<file path="config.mk">
export PLATFORM = sky130hd
export DESIGN_NAME = pgfr_top
export DESIGN_NICKNAME = d
export VERILOG_FILES = /design/src/pgfr_pkg.sv /design/src/pgfr_oc_count.sv /design/src/pgfr_top.sv
export SDC_FILE = /design/constraint.sdc
export NUM_CORES = 1
export LEC_CHECK = 0
export BUFFER_PORTS_ARGS = -buffer_cell sky130_fd_sc_hd__buf_2
export CORE_MARGIN = 2
export CORE_UTILIZATION = 32
export DETAILED_ROUTE_END_ITERATION = 16
export SETUP_SLACK_MARGIN = 0.1
export SLEW_MARGIN = 20
export SYNTH_ARGS = -nofsm -noshare
export SYNTH_HDL_FRONTEND = slang
export SYNTH_SLANG_ARGS = --single-unit
</file>
<file path="constraint.sdc">
create_clock -name CORE_CLK_I -period 17.54 [get_ports CORE_CLK_I]
set_input_delay 0.877 -clock CORE_CLK_I [delete_from_list [all_inputs] [get_ports CORE_CLK_I]]
set_output_delay 0.877 -clock CORE_CLK_I [all_outputs]
set_load 0.005 [all_outputs]
</file>
<file path="src/pgfr_pkg.sv">
// Constants and helpers for the power-good and fault-response block
// Summary of operation
// - Power-good released only after start-up and while output sits inside window.
// - Window bounds come from OV and UV warning limits of window select command.
// - Power-good pulled low whenever any fault whose response is not ignore is active.
// - Feedback prebiased more than 5% above regulation trips OV warning, drops power-good.
// - Internal overtemp fault: latch-off kills switches and power-good; ignore keeps both.
// - Restart on internal overtemp: switches off, power-good low, restart once cooled.
// - Overtemp or low-side overcurrent warning keeps PWM; power-good follows fault response.
// - Bandgap overtemp always shuts switches off, power-good low, restarts after cooling.
// - Overcurrent latch-off: after 3 PWM counts switches off, power-good low; ignore continues.
// - Overcurrent restart: switches off after 3 counts, retry after seven rise times.
// - Overcurrent fault needs three consecutive events; flags status, alerts unless masked.
`default_nettype none
package pgfr_pkg;
    // ****************************************
    // Command codes
    // ****************************************
    localparam logic [7:0] CMD_OC_FLT = 8'h46;
    localparam logic [7:0] CMD_OC_RESP = 8'h47;
    localparam logic [7:0] CMD_OT_FLT = 8'h4f;
    localparam logic [7:0] CMD_OT_RESP = 8'h50;
    localparam logic [7:0] CMD_OT_WRN = 8'h51;
    localparam logic [7:0] CMD_WIN_SEL = 8'hd7;
    localparam logic [7:0] CMD_STATUS = 8'he0;
    localparam logic [7:0] CMD_MASK = 8'he1;
    // ****************************************
    // Values after reset
    // ****************************************
    localparam logic [15:0] RST_OC_FLT = 16'h0023;
    localparam logic [15:0] RST_OT_FLT = 16'h007d;
    localparam logic [15:0] RST_OT_WRN = 16'h0069;
    localparam logic [7:0] RST_WIN_SEL = 8'h00;
    localparam logic [1:0] RST_OT_RESP = 2'h0;
    localparam logic [1:0] RST_OC_RESP = 2'h1;
    localparam logic [7:0] RST_MASK = 8'h00;
    // ****************************************
    // Fault responses
    // ****************************************
    localparam logic [1:0] RESP_IGNORE = 2'h0;
    localparam logic [1:0] RESP_LATCH = 2'h1;
    localparam logic [1:0] RESP_RESTART = 2'h2;
    // ****************************************
    // Field positions
    // ****************************************
    localparam int WIN_OV_LSB = 0;
    localparam int WIN_UV_LSB = 2;
    localparam int ST_OT_FLT = 0;
    localparam int ST_OT_WRN = 1;
    localparam int ST_BG_OT = 2;
    localparam int ST_OC_FLT = 3;
    localparam int ST_OC_WRN = 4;
    localparam int ST_OV_WRN = 5;
    localparam int ST_UV_WRN = 6;
    localparam int ST_PG_LOW = 7;
    // ****************************************
    // Counts and limits
    // ****************************************
    localparam logic [1:0] OC_EVENTS = 2'h3;
    localparam logic [15:0] OT_HYST = 16'h0014;
    localparam logic [7:0] PREBIAS_PCT = 8'h05;
    localparam logic [31:0] RESTART_RISES = 32'h0000_0007;
    localparam int SOFT_START_RISE_US = 1000;
    localparam int CLK_MHZ = 200;
    localparam int SOFT_START_RISE_CYC = SOFT_START_RISE_US * CLK_MHZ;

    // Percent of regulation for each window select code
    function automatic logic [7:0] win_pct(input logic [1:0] sel);
        unique case (sel)
            2'h0: win_pct = 8'h05;
            2'h1: win_pct = 8'h03;
            2'h2: win_pct = 8'h07;
            2'h3: win_pct = 8'h0a;
        endcase
    endfunction : win_pct

    // Fraction of the reference, truncated toward zero
    function automatic logic [15:0] pct_of(input logic [15:0] ref_v, input logic [7:0] pct);
        logic [23:0] prod;
        prod = ref_v * pct;
        pct_of = 16'((prod / 24'h000064));
    endfunction : pct_of
endpackage : pgfr_pkg
`default_nettype wire

</file>
<file path="src/pgfr_oc_count.sv">
// Consecutive overcurrent event counter
`timescale 1ns/1ps
`default_nettype none
module pgfr_oc_count (
    input wire logic clk_i,
    input wire logic rst_n_i,
    input wire logic tick_i,
    input wire logic evt_i,
    input wire logic clr_i,
    output logic fault_o
);
    logic seen_reg;
    logic [1:0] cnt_reg;

    // ****************************************
    // Event capture per PWM period
    // ****************************************
    // Event in the tick cycle counts for the period that ends
    always_ff @(posedge clk_i) begin
        if (!rst_n_i) begin
            seen_reg <= 1'b0;
        end else if (tick_i) begin
            seen_reg <= 1'b0;
        end else if (evt_i) begin
            seen_reg <= 1'b1;
        end
    end

    always_ff @(posedge clk_i) begin
        if (!rst_n_i || clr_i) begin
            cnt_reg <= 2'h0;
        end else if (tick_i) begin
            if (!(seen_reg || evt_i)) begin
                cnt_reg <= 2'h0;
            end else if (cnt_reg != pgfr_pkg::OC_EVENTS) begin
                cnt_reg <= cnt_reg + 2'h1;
            end
        end
    end

    always_ff @(posedge clk_i) begin
        if (!rst_n_i || clr_i) begin
            fault_o <= 1'b0;
        end else if (tick_i && (seen_reg || evt_i) && cnt_reg == pgfr_pkg::OC_EVENTS - 2'h1) begin
            fault_o <= 1'b1;
        end
    end
endmodule : pgfr_oc_count
`default_nettype wire

</file>
<file path="src/pgfr_top.sv">
// Power-good indicator and fault-response controller
`timescale 1ns/1ps
`default_nettype none
module pgfr_top #(
    parameter int SOFT_START_CYC = pgfr_pkg::SOFT_START_RISE_CYC
) (
    input wire logic CORE_CLK_I,
    input wire logic RST_N_I,
    input wire logic REMOTE_ON_CONTROL_I,
    input wire logic HS_OC_EVT_I,
    input wire logic LS_OC_EVT_I,
    input wire logic LS_OC_WARN_I,
    input wire logic BG_OT_I,
    input wire logic PWM_TICK_I,
    input wire logic [15:0] TEMP_CODE_I,
    input wire logic [15:0] FEEDBACK_SENSE_I,
    input wire logic [15:0] VREF_CODE_I,
    input wire logic CMD_WR_I,
    input wire logic [7:0] CMD_CODE_I,
    input wire logic [15:0] CMD_WDATA_I,
    output logic [15:0] CMD_RDATA_O,
    output logic [15:0] OC_LIMIT_O,
    output logic PWM_EN_O,
    output logic POWER_GOOD_OUT_O,
    output logic POWER_GOOD_OUT_OE_O,
    output logic ALERT_O,
    output logic ALERT_OE_O
);
    typedef enum logic [2:0] {
        ST_OFF, ST_SOFT, ST_RUN, ST_LATCH, ST_HICCUP, ST_COOL, ST_BGWAIT
    } pgfr_state_t;

    // ****************************************
    // Pin synchronisers
    // ****************************************
    // Analog comparator outputs are asynchronous to the core clock
    logic [4:0] sync_a_reg;
    logic [4:0] sync_b_reg;
    logic on_s;
    logic hs_oc_s;
    logic ls_oc_s;
    logic ls_wrn_s;
    logic bg_ot_s;

    always_ff @(posedge CORE_CLK_I) begin
        if (!RST_N_I) begin
            sync_a_reg <= 5'h00;
            sync_b_reg <= 5'h00;
        end else begin
            sync_a_reg <= {BG_OT_I, LS_OC_WARN_I, LS_OC_EVT_I, HS_OC_EVT_I, REMOTE_ON_CONTROL_I};
            sync_b_reg <= sync_a_reg;
        end
    end
    assign on_s = sync_b_reg[0];
    assign hs_oc_s = sync_b_reg[1];
    assign ls_oc_s = sync_b_reg[2];
    assign ls_wrn_s = sync_b_reg[3];
    assign bg_ot_s = sync_b_reg[4];

    // ****************************************
    // Command registers
    // ****************************************
    logic [15:0] oc_flt_reg;
    logic [15:0] ot_flt_reg;
    logic [15:0] ot_wrn_reg;
    logic [7:0] win_sel_reg;
    logic [1:0] ot_resp_reg;
    logic [1:0] oc_resp_reg;
    logic [7:0] mask_reg;
    logic [7:0] status_reg;
    logic [7:0] status_next;
    logic [7:0] event_now;
    logic status_clr;

    always_ff @(posedge CORE_CLK_I) begin
        if (!RST_N_I) begin
            oc_flt_reg <= pgfr_pkg::RST_OC_FLT;
            ot_flt_reg <= pgfr_pkg::RST_OT_FLT;
            ot_wrn_reg <= pgfr_pkg::RST_OT_WRN;
            win_sel_reg <= pgfr_pkg::RST_WIN_SEL;
            ot_resp_reg <= pgfr_pkg::RST_OT_RESP;
            oc_resp_reg <= pgfr_pkg::RST_OC_RESP;
            mask_reg <= pgfr_pkg::RST_MASK;
        end else if (CMD_WR_I) begin
            unique case (CMD_CODE_I)
                pgfr_pkg::CMD_OC_FLT: oc_flt_reg <= CMD_WDATA_I;
                pgfr_pkg::CMD_OT_FLT: ot_flt_reg <= CMD_WDATA_I;
                pgfr_pkg::CMD_OT_WRN: ot_wrn_reg <= CMD_WDATA_I;
                pgfr_pkg::CMD_WIN_SEL: win_sel_reg <= CMD_WDATA_I[7:0];
                pgfr_pkg::CMD_OT_RESP: ot_resp_reg <= CMD_WDATA_I[1:0];
                pgfr_pkg::CMD_OC_RESP: oc_resp_reg <= CMD_WDATA_I[1:0];
                pgfr_pkg::CMD_MASK: mask_reg <= CMD_WDATA_I[7:0];
                default: ;
            endcase
        end
    end

    always_ff @(posedge CORE_CLK_I) begin
        if (!RST_N_I) begin
            CMD_RDATA_O <= 16'h0000;
        end else begin
            unique case (CMD_CODE_I)
                pgfr_pkg::CMD_OC_FLT: CMD_RDATA_O <= oc_flt_reg;
                pgfr_pkg::CMD_OT_FLT: CMD_RDATA_O <= ot_flt_reg;
                pgfr_pkg::CMD_OT_WRN: CMD_RDATA_O <= ot_wrn_reg;
                pgfr_pkg::CMD_WIN_SEL: CMD_RDATA_O <= {8'h00, win_sel_reg};
                pgfr_pkg::CMD_OT_RESP: CMD_RDATA_O <= {14'h0000, ot_resp_reg};
                pgfr_pkg::CMD_OC_RESP: CMD_RDATA_O <= {14'h0000, oc_resp_reg};
                pgfr_pkg::CMD_STATUS: CMD_RDATA_O <= {8'h00, status_reg};
                pgfr_pkg::CMD_MASK: CMD_RDATA_O <= {8'h00, mask_reg};
                default: CMD_RDATA_O <= 16'h0000;
            endcase
        end
    end

    always_ff @(posedge CORE_CLK_I) begin
        if (!RST_N_I) begin
            OC_LIMIT_O <= pgfr_pkg::RST_OC_FLT;
        end else begin
            OC_LIMIT_O <= oc_flt_reg;
        end
    end

    // ****************************************
    // Detection
    // ****************************************
    logic [15:0] ov_lim;
    logic [15:0] uv_lim;
    logic [15:0] pre_lim;
    logic [16:0] ov_sum;
    logic [16:0] pre_sum;
    logic ov_wrn;
    logic uv_wrn;
    logic ot_flt;
    logic ot_wrn;
    logic ot_cool;
    logic oc_flt;
    logic oc_clr;

    assign ov_sum = {1'b0, VREF_CODE_I} + {1'b0, pgfr_pkg::pct_of(VREF_CODE_I,
        pgfr_pkg::win_pct(win_sel_reg[pgfr_pkg::WIN_OV_LSB +: 2]))};
    assign ov_lim = ov_sum[16] ? 16'hffff : ov_sum[15:0];
    assign uv_lim = VREF_CODE_I - pgfr_pkg::pct_of(VREF_CODE_I,
        pgfr_pkg::win_pct(win_sel_reg[pgfr_pkg::WIN_UV_LSB +: 2]));
    assign pre_sum = {1'b0, VREF_CODE_I} + {1'b0, pgfr_pkg::pct_of(VREF_CODE_I,
        pgfr_pkg::PREBIAS_PCT)};
    assign pre_lim = pre_sum[16] ? 16'hffff : pre_sum[15:0];
    assign ov_wrn = (FEEDBACK_SENSE_I > ov_lim) || (FEEDBACK_SENSE_I > pre_lim);
    assign uv_wrn = FEEDBACK_SENSE_I < uv_lim;
    assign ot_flt = TEMP_CODE_I > ot_flt_reg;
    assign ot_wrn = TEMP_CODE_I > ot_wrn_reg;
    // Cooling uses a fixed hysteresis below the fault threshold
    assign ot_cool = ({16'h0000, TEMP_CODE_I} + {16'h0000, pgfr_pkg::OT_HYST})
        <= {16'h0000, ot_flt_reg};

    pgfr_oc_count u_oc (
        .clk_i(CORE_CLK_I),
        .rst_n_i(RST_N_I),
        .tick_i(PWM_TICK_I),
        .evt_i(hs_oc_s || ls_oc_s),
        .clr_i(oc_clr),
        .fault_o(oc_flt)
    );

    // ****************************************
    // Response state machine
    // ****************************************
    pgfr_state_t state_reg;
    pgfr_state_t state_next;
    logic [31:0] cnt_reg;
    logic [31:0] cnt_next;
    logic running;

    assign running = (state_reg == ST_SOFT) || (state_reg == ST_RUN);
    assign oc_clr = !running;

    always_comb begin
        state_next = state_reg;
        cnt_next = (cnt_reg != 32'h0000_0000) ? cnt_reg - 32'h0000_0001 : cnt_reg;
        unique case (state_reg)
            ST_OFF: begin
                if (on_s && !bg_ot_s) begin
                    state_next = ST_SOFT;
                    cnt_next = 32'(SOFT_START_CYC);
                end
            end
            ST_SOFT, ST_RUN: begin
                if (state_reg == ST_SOFT && cnt_reg == 32'h0000_0000) begin
                    state_next = ST_RUN;
                end
                if (!on_s) begin
                    state_next = ST_OFF;
                end else if (bg_ot_s) begin
                    state_next = ST_BGWAIT;
                end else if (ot_flt && ot_resp_reg == pgfr_pkg::RESP_LATCH) begin
                    state_next = ST_LATCH;
                end else if (ot_flt && ot_resp_reg == pgfr_pkg::RESP_RESTART) begin
                    state_next = ST_COOL;
                end else if (oc_flt && oc_resp_reg == pgfr_pkg::RESP_LATCH) begin
                    state_next = ST_LATCH;
                end else if (oc_flt && oc_resp_reg == pgfr_pkg::RESP_RESTART) begin
                    state_next = ST_HICCUP;
                    cnt_next = 32'(SOFT_START_CYC) * pgfr_pkg::RESTART_RISES;
                end
            end
            // Latch-off clears only through the remote on control
            ST_LATCH: begin
                if (!on_s) begin
                    state_next = ST_OFF;
                end
            end
            ST_HICCUP: begin
                if (!on_s) begin
                    state_next = ST_OFF;
                end else if (cnt_reg == 32'h0000_0000) begin
                    state_next = ST_OFF;
                end
            end
            ST_COOL: begin
                if (!on_s || ot_cool) begin
                    state_next = ST_OFF;
                end
            end
            ST_BGWAIT: begin
                if (!bg_ot_s) begin
                    state_next = ST_OFF;
                end
            end
            default: state_next = ST_OFF;
        endcase
    end

    always_ff @(posedge CORE_CLK_I) begin
        if (!RST_N_I) begin
            state_reg <= ST_OFF;
            cnt_reg <= 32'h0000_0000;
        end else begin
            state_reg <= state_next;
            cnt_reg <= cnt_next;
        end
    end

    // ****************************************
    // Status and alert
    // ****************************************
    logic pg_ok;
    logic wrn_pull;

    assign wrn_pull = (ot_wrn && ot_resp_reg != pgfr_pkg::RESP_IGNORE)
        || (ls_wrn_s && oc_resp_reg != pgfr_pkg::RESP_IGNORE);
    // released only in window after start-up
    assign pg_ok = (state_next == ST_RUN) && (state_reg == ST_RUN)
        && !ov_wrn && !uv_wrn && !wrn_pull;

    assign event_now[pgfr_pkg::ST_OT_FLT] = ot_flt;
    assign event_now[pgfr_pkg::ST_OT_WRN] = ot_wrn;
    assign event_now[pgfr_pkg::ST_BG_OT] = bg_ot_s;
    assign event_now[pgfr_pkg::ST_OC_FLT] = oc_flt;
    assign event_now[pgfr_pkg::ST_OC_WRN] = ls_wrn_s;
    assign event_now[pgfr_pkg::ST_OV_WRN] = ov_wrn;
    assign event_now[pgfr_pkg::ST_UV_WRN] = uv_wrn && (state_reg == ST_RUN);
    assign event_now[pgfr_pkg::ST_PG_LOW] = (state_reg == ST_RUN) && !pg_ok;

    // Write-one-to-clear; a new event in the same cycle wins
    assign status_clr = CMD_WR_I && (CMD_CODE_I == pgfr_pkg::CMD_STATUS);
    assign status_next = (status_reg & ~(status_clr ? CMD_WDATA_I[7:0] : 8'h00))
        | event_now;

    always_ff @(posedge CORE_CLK_I) begin
        if (!RST_N_I) begin
            status_reg <= 8'h00;
        end else begin
            status_reg <= status_next;
        end
    end

    always_ff @(posedge CORE_CLK_I) begin
        if (!RST_N_I) begin
            ALERT_O <= 1'b0;
            ALERT_OE_O <= 1'b0;
        end else begin
            ALERT_O <= 1'b0;
            ALERT_OE_O <= |(status_next & ~mask_reg);
        end
    end

    // ****************************************
    // Switch and power-good outputs
    // ****************************************
    // switches under PWM only while running
    always_ff @(posedge CORE_CLK_I) begin
        if (!RST_N_I) begin
            PWM_EN_O <= 1'b0;
        end else begin
            PWM_EN_O <= (state_next == ST_SOFT) || (state_next == ST_RUN);
        end
    end

    // any fault not set to ignore pulls the pin low
    always_ff @(posedge CORE_CLK_I) begin
        if (!RST_N_I) begin
            POWER_GOOD_OUT_O <= 1'b0;
            POWER_GOOD_OUT_OE_O <= 1'b1;
        end else begin
            POWER_GOOD_OUT_O <= 1'b0;
            POWER_GOOD_OUT_OE_O <= !pg_ok;
        end
    end
endmodule : pgfr_top
`default_nettype wire

</file>
==> results.sh, run 1 <==
export IMPL_run_status="finished, final reports clean"
export IMPL_routed_via_count=25390
export IMPL_grt_overflow=0
export IMPL_busiest_layer="met2"
export IMPL_drive_above_1_share_pct=24.15
export IMPL_drtIter0Drc=1860
export IMPL_max_clock_freq_mhz=58.91
export IMPL_timing_max_slew_rel_slack_pct=28.81
export IMPL_critical_path_top_delay_family="compound AO/OA/AOI/OAI gates"
export IMPL_synth_distinct_cells=125
export IMPL_clock_tree_buffer_depth=2
export IMPL_die_area_mm2=0.07882
export IMPL_hold_path_class="reg -> reg"
export IMPL_timing_critical_path_fanout_max=10
export IMPL_worstSetupPathType="in -> reg"
export IMPL_clk_insertion_delay_late_ps=430
export IMPL_worst_ep_required_time_ps=17840
export IMPL_slowest_delay_ps=560
export IMPL_io_buffer_count=115
export IMPL_grt_pass1_vias=23390
export IMPL_synth_edf_count=0
export IMPL_yosys_most_used_dff="sky130_fd_sc_hd__dfxtp_1"
export IMPL_clkSlewWorstSetupHoldPaths_ps=70
export IMPL_first_pass_iteration_count_of_the_detailed_router=7
export IMPL_share_of_flip_flops_with_an_asynchronous_set_or_reset_pct=0
export IMPL_overall_track_demand_over_capacity_in_global_routing_pct=17.86
export IMPL_initial_core_util_pct=32.32
export IMPL_first_pass_grt_wire_length_um=118500
export IMPL_critPathBufInv=13
export IMPL_replace_congestion=0.8871
export IMPL_detail_route_antenna_nets=0
export IMPL_r2r_setup_slack_ps=570
export IMPL_totalWireLength_um=74760
export IMPL_post_route_cell_area_mm2=0.03123
export IMPL_global_routing_usage_on_met1_pct=25.29
export IMPL_ctsRootBufferMaster="sky130_fd_sc_hd__clkbuf_16"
export IMPL_final_setup_skew_ps=9.371
export IMPL_synth_cell_area_mm2=0.02451
export IMPL_timing_final_crit_period_ps=16980
export IMPL_finalCritPeriodShare_pct=96.78
export IMPL_post_route_setup_tns_ps=0
export IMPL_postSynthRegisterBits=160
export IMPL_die_height_um=280.7
export IMPL_postSynthAreaPerCell_um2=7.452
export IMPL_cp_arrival_ps=17280
export IMPL_critical_path_slowest_cell="sky130_fd_sc_hd__fa_1"
export IMPL_timing_hold_violations_final=0
export IMPL_wl_per_cell_um=15.88
export IMPL_synth_seq_area_share_pct=13.07
export IMPL_timing_final_max_slew_violations=0
export IMPL_grt_use_met2_pct=28.97
export IMPL_placed_area_mm2=0.02867
export IMPL_drcViolationCount=0
export IMPL_chipWidth_um=280.7
export IMPL_cap_violations=0
export IMPL_worst_slew_pin_slew_ps=1060
export IMPL_largest_register_ffs=32
export IMPL_number_of_buffers_added_by_the_clock_tree_synthesis_step=17
export IMPL_number_of_cells_produced_by_synthesis=3289
export IMPL_coreArea_mm2=0.07582
export IMPL_gr_usage_met3_pct=2.311
export IMPL_core_rowCount=101
export IMPL_ioPinCount=118
export IMPL_synth_yosys_warnings=0
export IMPL_tritoncts="done"
export IMPL_crit_path_end_kind="register"
export IMPL_via_per_inst=5.395
export IMPL_cts_htree_levels=4
export IMPL_clock_sinks=160
export IMPL_detailed_place_hpwl_um=58730
export IMPL_fin_nets=4136
export IMPL_initial_antenna_violation_count=9
export IMPL_final_setup_violating_endpoints=0
export IMPL_critPathMostFrequentCell="sky130_fd_sc_hd__a21oi_2"
export IMPL_start_kind="primary input"
export IMPL_synthToLayoutAreaGrowth_pct=27.44
export IMPL_grt_max_degree=82
export IMPL_rsz_0062_raised_after_global_routing="true"
## metal layers
metal,part of all wire (%),vias up
li1,-,12760
met1,47,11990
met2,46,554
met3,5.0,74
met4,1.4,10
met5,0.090,-
## synth_stat cells, drive strengths merged, types with 43 or more instances
master,n,area share (%)
nand2b,50,1.3
nor2b,99,2.5
fa,62,5.1
nor2,278,4.3
nand2,305,4.7
a21oi,254,5.3
dfxtp,160,13
clkbuf,86,1.3
nor3,70,1.5
xor2,49,1.8
inv,255,3.9
a21o,49,1.5
o211ai,48,1.5
xnor2,140,5.1
and3,47,1.2
a31oi,43,1.2
nand3,111,2.3
ha,279,14
a21boi,51,1.6
and2,78,2.0
o21ai,145,3.0
## cell usage in the layout (no fill, tap or decap), types with 30 or more instances in the layout
master	count
sky130_fd_sc_hd__buf_4	383
sky130_fd_sc_hd__nand2_1	297
sky130_fd_sc_hd__nor2_1	264
sky130_fd_sc_hd__ha_1	260
sky130_fd_sc_hd__inv_1	243
sky130_fd_sc_hd__a21oi_1	220
sky130_fd_sc_hd__dfxtp_1	157
sky130_fd_sc_hd__xnor2_1	128
sky130_fd_sc_hd__buf_2	115
sky130_fd_sc_hd__nand3_1	102
sky130_fd_sc_hd__o21ai_0	95
sky130_fd_sc_hd__nor2b_1	91
sky130_fd_sc_hd__and2_1	75
sky130_fd_sc_hd__nor3_1	60
sky130_fd_sc_hd__fa_1	60
sky130_fd_sc_hd__a21o_1	48
sky130_fd_sc_hd__nand2b_1	48
sky130_fd_sc_hd__o211ai_1	47
sky130_fd_sc_hd__xor2_1	45
sky130_fd_sc_hd__and3_1	44
sky130_fd_sc_hd__a21boi_0	38
sky130_fd_sc_hd__o21ai_1	37
sky130_fd_sc_hd__a31oi_1	35
sky130_fd_sc_hd__o21a_1	32
sky130_fd_sc_hd__a21oi_2	30
sky130_fd_sc_hd__nand4_1	30
## final cells by class
class,count,area (µm²)
fill,7702,44590
multi-input combinational,2753,21370
timing repair buffer,525,3809
sequential,160,3212
tap,978,1224
inverter,257,972.2
clock buffer,21,470.5
clock inverter,10,172.7
antenna,3,7.507
## through the flow
step / util, % / hold slack (ps) / instances / worst slack [ps]
after floorplan: - / 411.9 / 3290 / 115.6
after global placement: 37.81 / 415.1 / 4615 / -252.2
after detailed placement: 37.81 / 417.7 / 4615 / -572.0
after CTS: 38.78 / 432.2 / 4648 / 110.0
after global routing: 41.19 / 450.4 / 4706 / -435.1
final: 41.19 / 431.0 / 4707 / 564.4
## path summary, 6_finish.rpt
path | depth (start not counted) | to | from
worst max-delay path | 94 | ALERT_OE_O | VREF_CODE_I[11]
worst min register to register | 1 | sync_b_reg[1] | sync_a_reg[1]
worst min-delay path | 1 | sync_b_reg[1] | sync_a_reg[1]
worst max register to register | 92 | ALERT_OE_O | win_sel_reg[0]
## kinds of logic (layout without fill, tap and decap cells)
| kind of cell | after synthesis | after routing | share of synthesized area (%) |
|---|---|---|---|
| other | 1 | 5 | 0.01530 |
| buffers and inverters | 377 | 813 | 6.187 |
| XOR/XNOR | 190 | 190 | 6.912 |
| flip-flops | 160 | 160 | 13.07 |
| multiplexers | 41 | 41 | 1.777 |
| AND/OR/NAND/NOR | 1203 | 1203 | 24.54 |
| adder cells (fa/ha/maj) | 356 | 356 | 19.93 |
| AO/OA/AOI/OAI | 961 | 961 | 27.57 |
## what timing repair did
| action | CTS | global route |
|---|---|---|
| gates resized for setup | 19 | 313 |
| cloned | 0 | 2 |
| endpoints found under the setup margin | 3 | 5 |
| hold buffers | 0 | 0 |
| pin swaps | 5 | 154 |
| buffers inserted | 2 | 54 |
Power of run 1 is not shown: default switching activity piles up to over one toggle a cycle in this logic, so the estimate is an artifact.
==> run 2: changes to the inputs <==
ABC_AREA = 1   (was default)
CAP_MARGIN = 25   (was default)
==> run 2 against run 1 <==
  * Core utilization is 5.6 points lower
  * First-iteration DRC count shrank 20%
  * Design area shrank 20%
  * Final cell count down 2.9%
  * Hold slack got worse by 18 ps
  * Die area decreased by 7.2%
  * Register-to-register slack gained 1400 ps
  * Clock-buffer cell count unchanged
  * Sequential share of layout area rose by 2.5 points
  * Critical path depth is 14 higher
  * Wire length decreased by 20%
  * Worst setup slack gained 1400 ps
  * Critical path type unchanged
  * Highest routed layer is now met4
==> results.sh, run 2 <==
export IMPL_critPathBufInv=8
export IMPL_grt_max_degree=87
export IMPL_first_pass_iteration_count_of_the_detailed_router=5
export IMPL_overall_track_demand_over_capacity_in_global_routing_pct=16.17
export IMPL_cp_arrival_ps=15930
export IMPL_global_routing_usage_on_met1_pct=22.84
export IMPL_coreArea_mm2=0.07015
export IMPL_crit_path_end_kind="register"
export IMPL_worstSetupPathType="in -> reg"
export IMPL_clock_sinks=160
export IMPL_worst_r2r_path_depth=106
export IMPL_postSynthRegisterBits=160
export IMPL_core_rowCount=97
export IMPL_detail_route_antenna_nets=0
export IMPL_cts_htree_levels=4
export IMPL_worst_slew_pin_slew_ps=826.6
export IMPL_post_synth_most_frequent_cells="sky130_fd_sc_hd__nand2_1 (693), sky130_fd_sc_hd__inv_1 (607), sky130_fd_sc_hd__nor2_1 (369), sky130_fd_sc_hd__ha_1 (279), sky130_fd_sc_hd__a21oi_1 (216)"
export IMPL_layout_common_cells="sky130_fd_sc_hd__nand2_1 (691), sky130_fd_sc_hd__inv_1 (605), sky130_fd_sc_hd__nor2_1 (368)"
export IMPL_finalCoreUtilization_pct=35.64
export IMPL_io_buffer_count=115
export IMPL_ctsHoldBuffers=0
export IMPL_share_of_flip_flops_with_an_asynchronous_set_or_reset_pct=0
export IMPL_first_pass_grt_wire_length_um=99450
export IMPL_busiest_layer="met2"
export IMPL_run_status="finished, final reports clean"
export IMPL_post_route_setup_tns_ps=0
export IMPL_wl_per_cell_um=13.11
export IMPL_antenna_cells_inserted=0
export IMPL_grt_overflow=0
export IMPL_fin_nets=4041
export IMPL_final_setup_skew_ps=12.96
export IMPL_tritoncts="done"
export IMPL_most_area_consuming_cells_after_synthesis="sky130_fd_sc_hd__ha_1 (15%), sky130_fd_sc_hd__dfxtp_1 (14%), sky130_fd_sc_hd__nand2_1 (11%)"
export IMPL_drcViolationCount=0
export IMPL_layout_cells_most_common="sky130_fd_sc_hd__nand2_1"
export IMPL_ctsRootBufferMaster="sky130_fd_sc_hd__clkbuf_16"
export IMPL_initial_antenna_violation_count=0
export IMPL_totalWireLength_um=59920
export IMPL_slowest_delay_ps=530
export IMPL_cap_violations=0
export IMPL_timing_final_crit_period_ps=15620
export IMPL_timing_critical_path_fanout_max=9
export IMPL_start_kind="primary input"
export IMPL_worst_ep_required_time_ps=17850
export IMPL_chipWidth_um=270.4
export IMPL_clkSlewWorstSetupHoldPaths_ps=60
export IMPL_via_per_inst=4.759
export IMPL_number_of_buffers_added_by_the_clock_tree_synthesis_step=17
export IMPL_max_clock_freq_mhz=64.01
export IMPL_clock_tree_buffer_depth=2
export IMPL_sequential_cell_area_mm2=0.003206
export IMPL_grt_use_met2_pct=27.05
export IMPL_die_area_mm2=0.07313
export IMPL_drive_above_1_share_pct=12.36
export IMPL_synthToLayoutAreaGrowth_pct=10.07
export IMPL_initial_core_util_pct=32.38
export IMPL_timing_max_slew_rel_slack_pct=44.76
export IMPL_finalCritPeriodShare_pct=89.07
export IMPL_synth_seq_area_share_pct=14.10
export IMPL_synth_top_cell_area_share_pct=15.37
export IMPL_worst_path_depth=108
export IMPL_number_of_cells_produced_by_synthesis=3523
export IMPL_ioPinCount=118
export IMPL_synth_yosys_warnings=0
export IMPL_critical_path_slowest_cell="sky130_fd_sc_hd__fa_1"
export IMPL_largest_register_ffs=32
export IMPL_critPathMostFrequentCell="sky130_fd_sc_hd__nand2_1"
export IMPL_synth_largest_area_cell="sky130_fd_sc_hd__ha_1"
export IMPL_postSynthAreaPerCell_um2=6.447
export IMPL_multiInputGateArea_mm2=0.01694
export IMPL_die_height_um=270.4
export IMPL_worstHoldPathCells=2
export IMPL_replace_congestion=0.8758
export IMPL_gr_usage_met3_pct=1.583
export IMPL_num_fill_cells=7768
export IMPL_routed_via_count=21760
export IMPL_yosys_most_used_dff="sky130_fd_sc_hd__dfxtp_1"
export IMPL_grt_pass1_vias=20080
export IMPL_synth_most_common_cell="sky130_fd_sc_hd__nand2_1"
export IMPL_detailed_place_hpwl_um=49500
export IMPL_placed_area_mm2=0.02434
export IMPL_critical_path_top_delay_family="simple AND/OR/NAND/NOR gates"
export IMPL_clk_insertion_delay_late_ps=440
export IMPL_synth_edf_count=0
export IMPL_synth_cell_area_mm2=0.02271
export IMPL_synth_distinct_cells=61
export IMPL_drtIter0Drc=1487
export IMPL_timing_hold_violations_final=0
export IMPL_timing_final_max_slew_violations=0
export IMPL_rsz_0062_raised_after_global_routing="false"
export IMPL_final_setup_violating_endpoints=0
export IMPL_hold_path_class="reg -> reg"
export IMPL_post_route_cell_area_mm2=0.02500
[run 2: through the flow]
step	setup slack (ps)	instances	hold slack, ps
6_report	1917	4572	413.1
4_1_cts	899.6	4571	414.1
3_5_place_dp	937.2	4539	399.8
5_1_grt	101.8	4572	432.4
2_1_floorplan	3376	3524	390.5
3_3_place_gp	1281	4538	398.5
[run 2: what timing repair did]
item | in CTS | in global routing
endpoints found under the setup margin | 0 | 5
setup buffers | 0 | 1
endpoints found under the hold margin | 0 | 0
resized for setup | 0 | 12
[run 2: worst min-delay path: cells and delay by family (launching register included)]
kind                   cells  cell delay (ps)
buffers and inverters      1               40
flip-flops                 1              300
AND/OR/NAND/NOR            1               40
[run 2: worst paths after layout]
check                   from             to  slack [ps]
max          VREF_CODE_I[13]     ALERT_OE_O        1920
min            sync_a_reg[2]  sync_b_reg[2]         410
max reg2reg   win_sel_reg[0]     ALERT_OE_O        1970
min reg2reg    sync_a_reg[2]  sync_b_reg[2]         410
[run 2: layer usage]
| metal | part of all wire, % | wire length [µm] |
|---|---|---|
| met1 | 50 | 30110 |
| met2 | 45 | 27060 |
| met3 | 3.4 | 2038 |
| met4 | 1.2 | 714 |
| met5 | 0 | 0 |
[run 2: kinds of logic after synthesis]
family                   Yosys count  share of synthesized area (%)
adder cells (fa/ha/maj)          341                          20.83
other                              1                        0.01651
AO/OA/AOI/OAI                    553                          13.84
XOR/XNOR                         131                          5.250
AND/OR/NAND/NOR                 1644                          34.48
buffers and inverters            693                          11.49
flip-flops                       160                          14.10
[run 2: final cells by class]
| cell class | instances | share of cell area (%) |
|---|---|---|
| multi-input combinational | 2671 | 67.74 |
| clock inverter | 11 | 0.6105 |
| tap | 940 | 4.704 |
| timing repair buffer | 122 | 2.512 |
| inverter | 647 | 9.773 |
| clock buffer | 21 | 1.842 |
| sequential | 160 | 12.82 |
Power of run 2 is left out for the same reason.
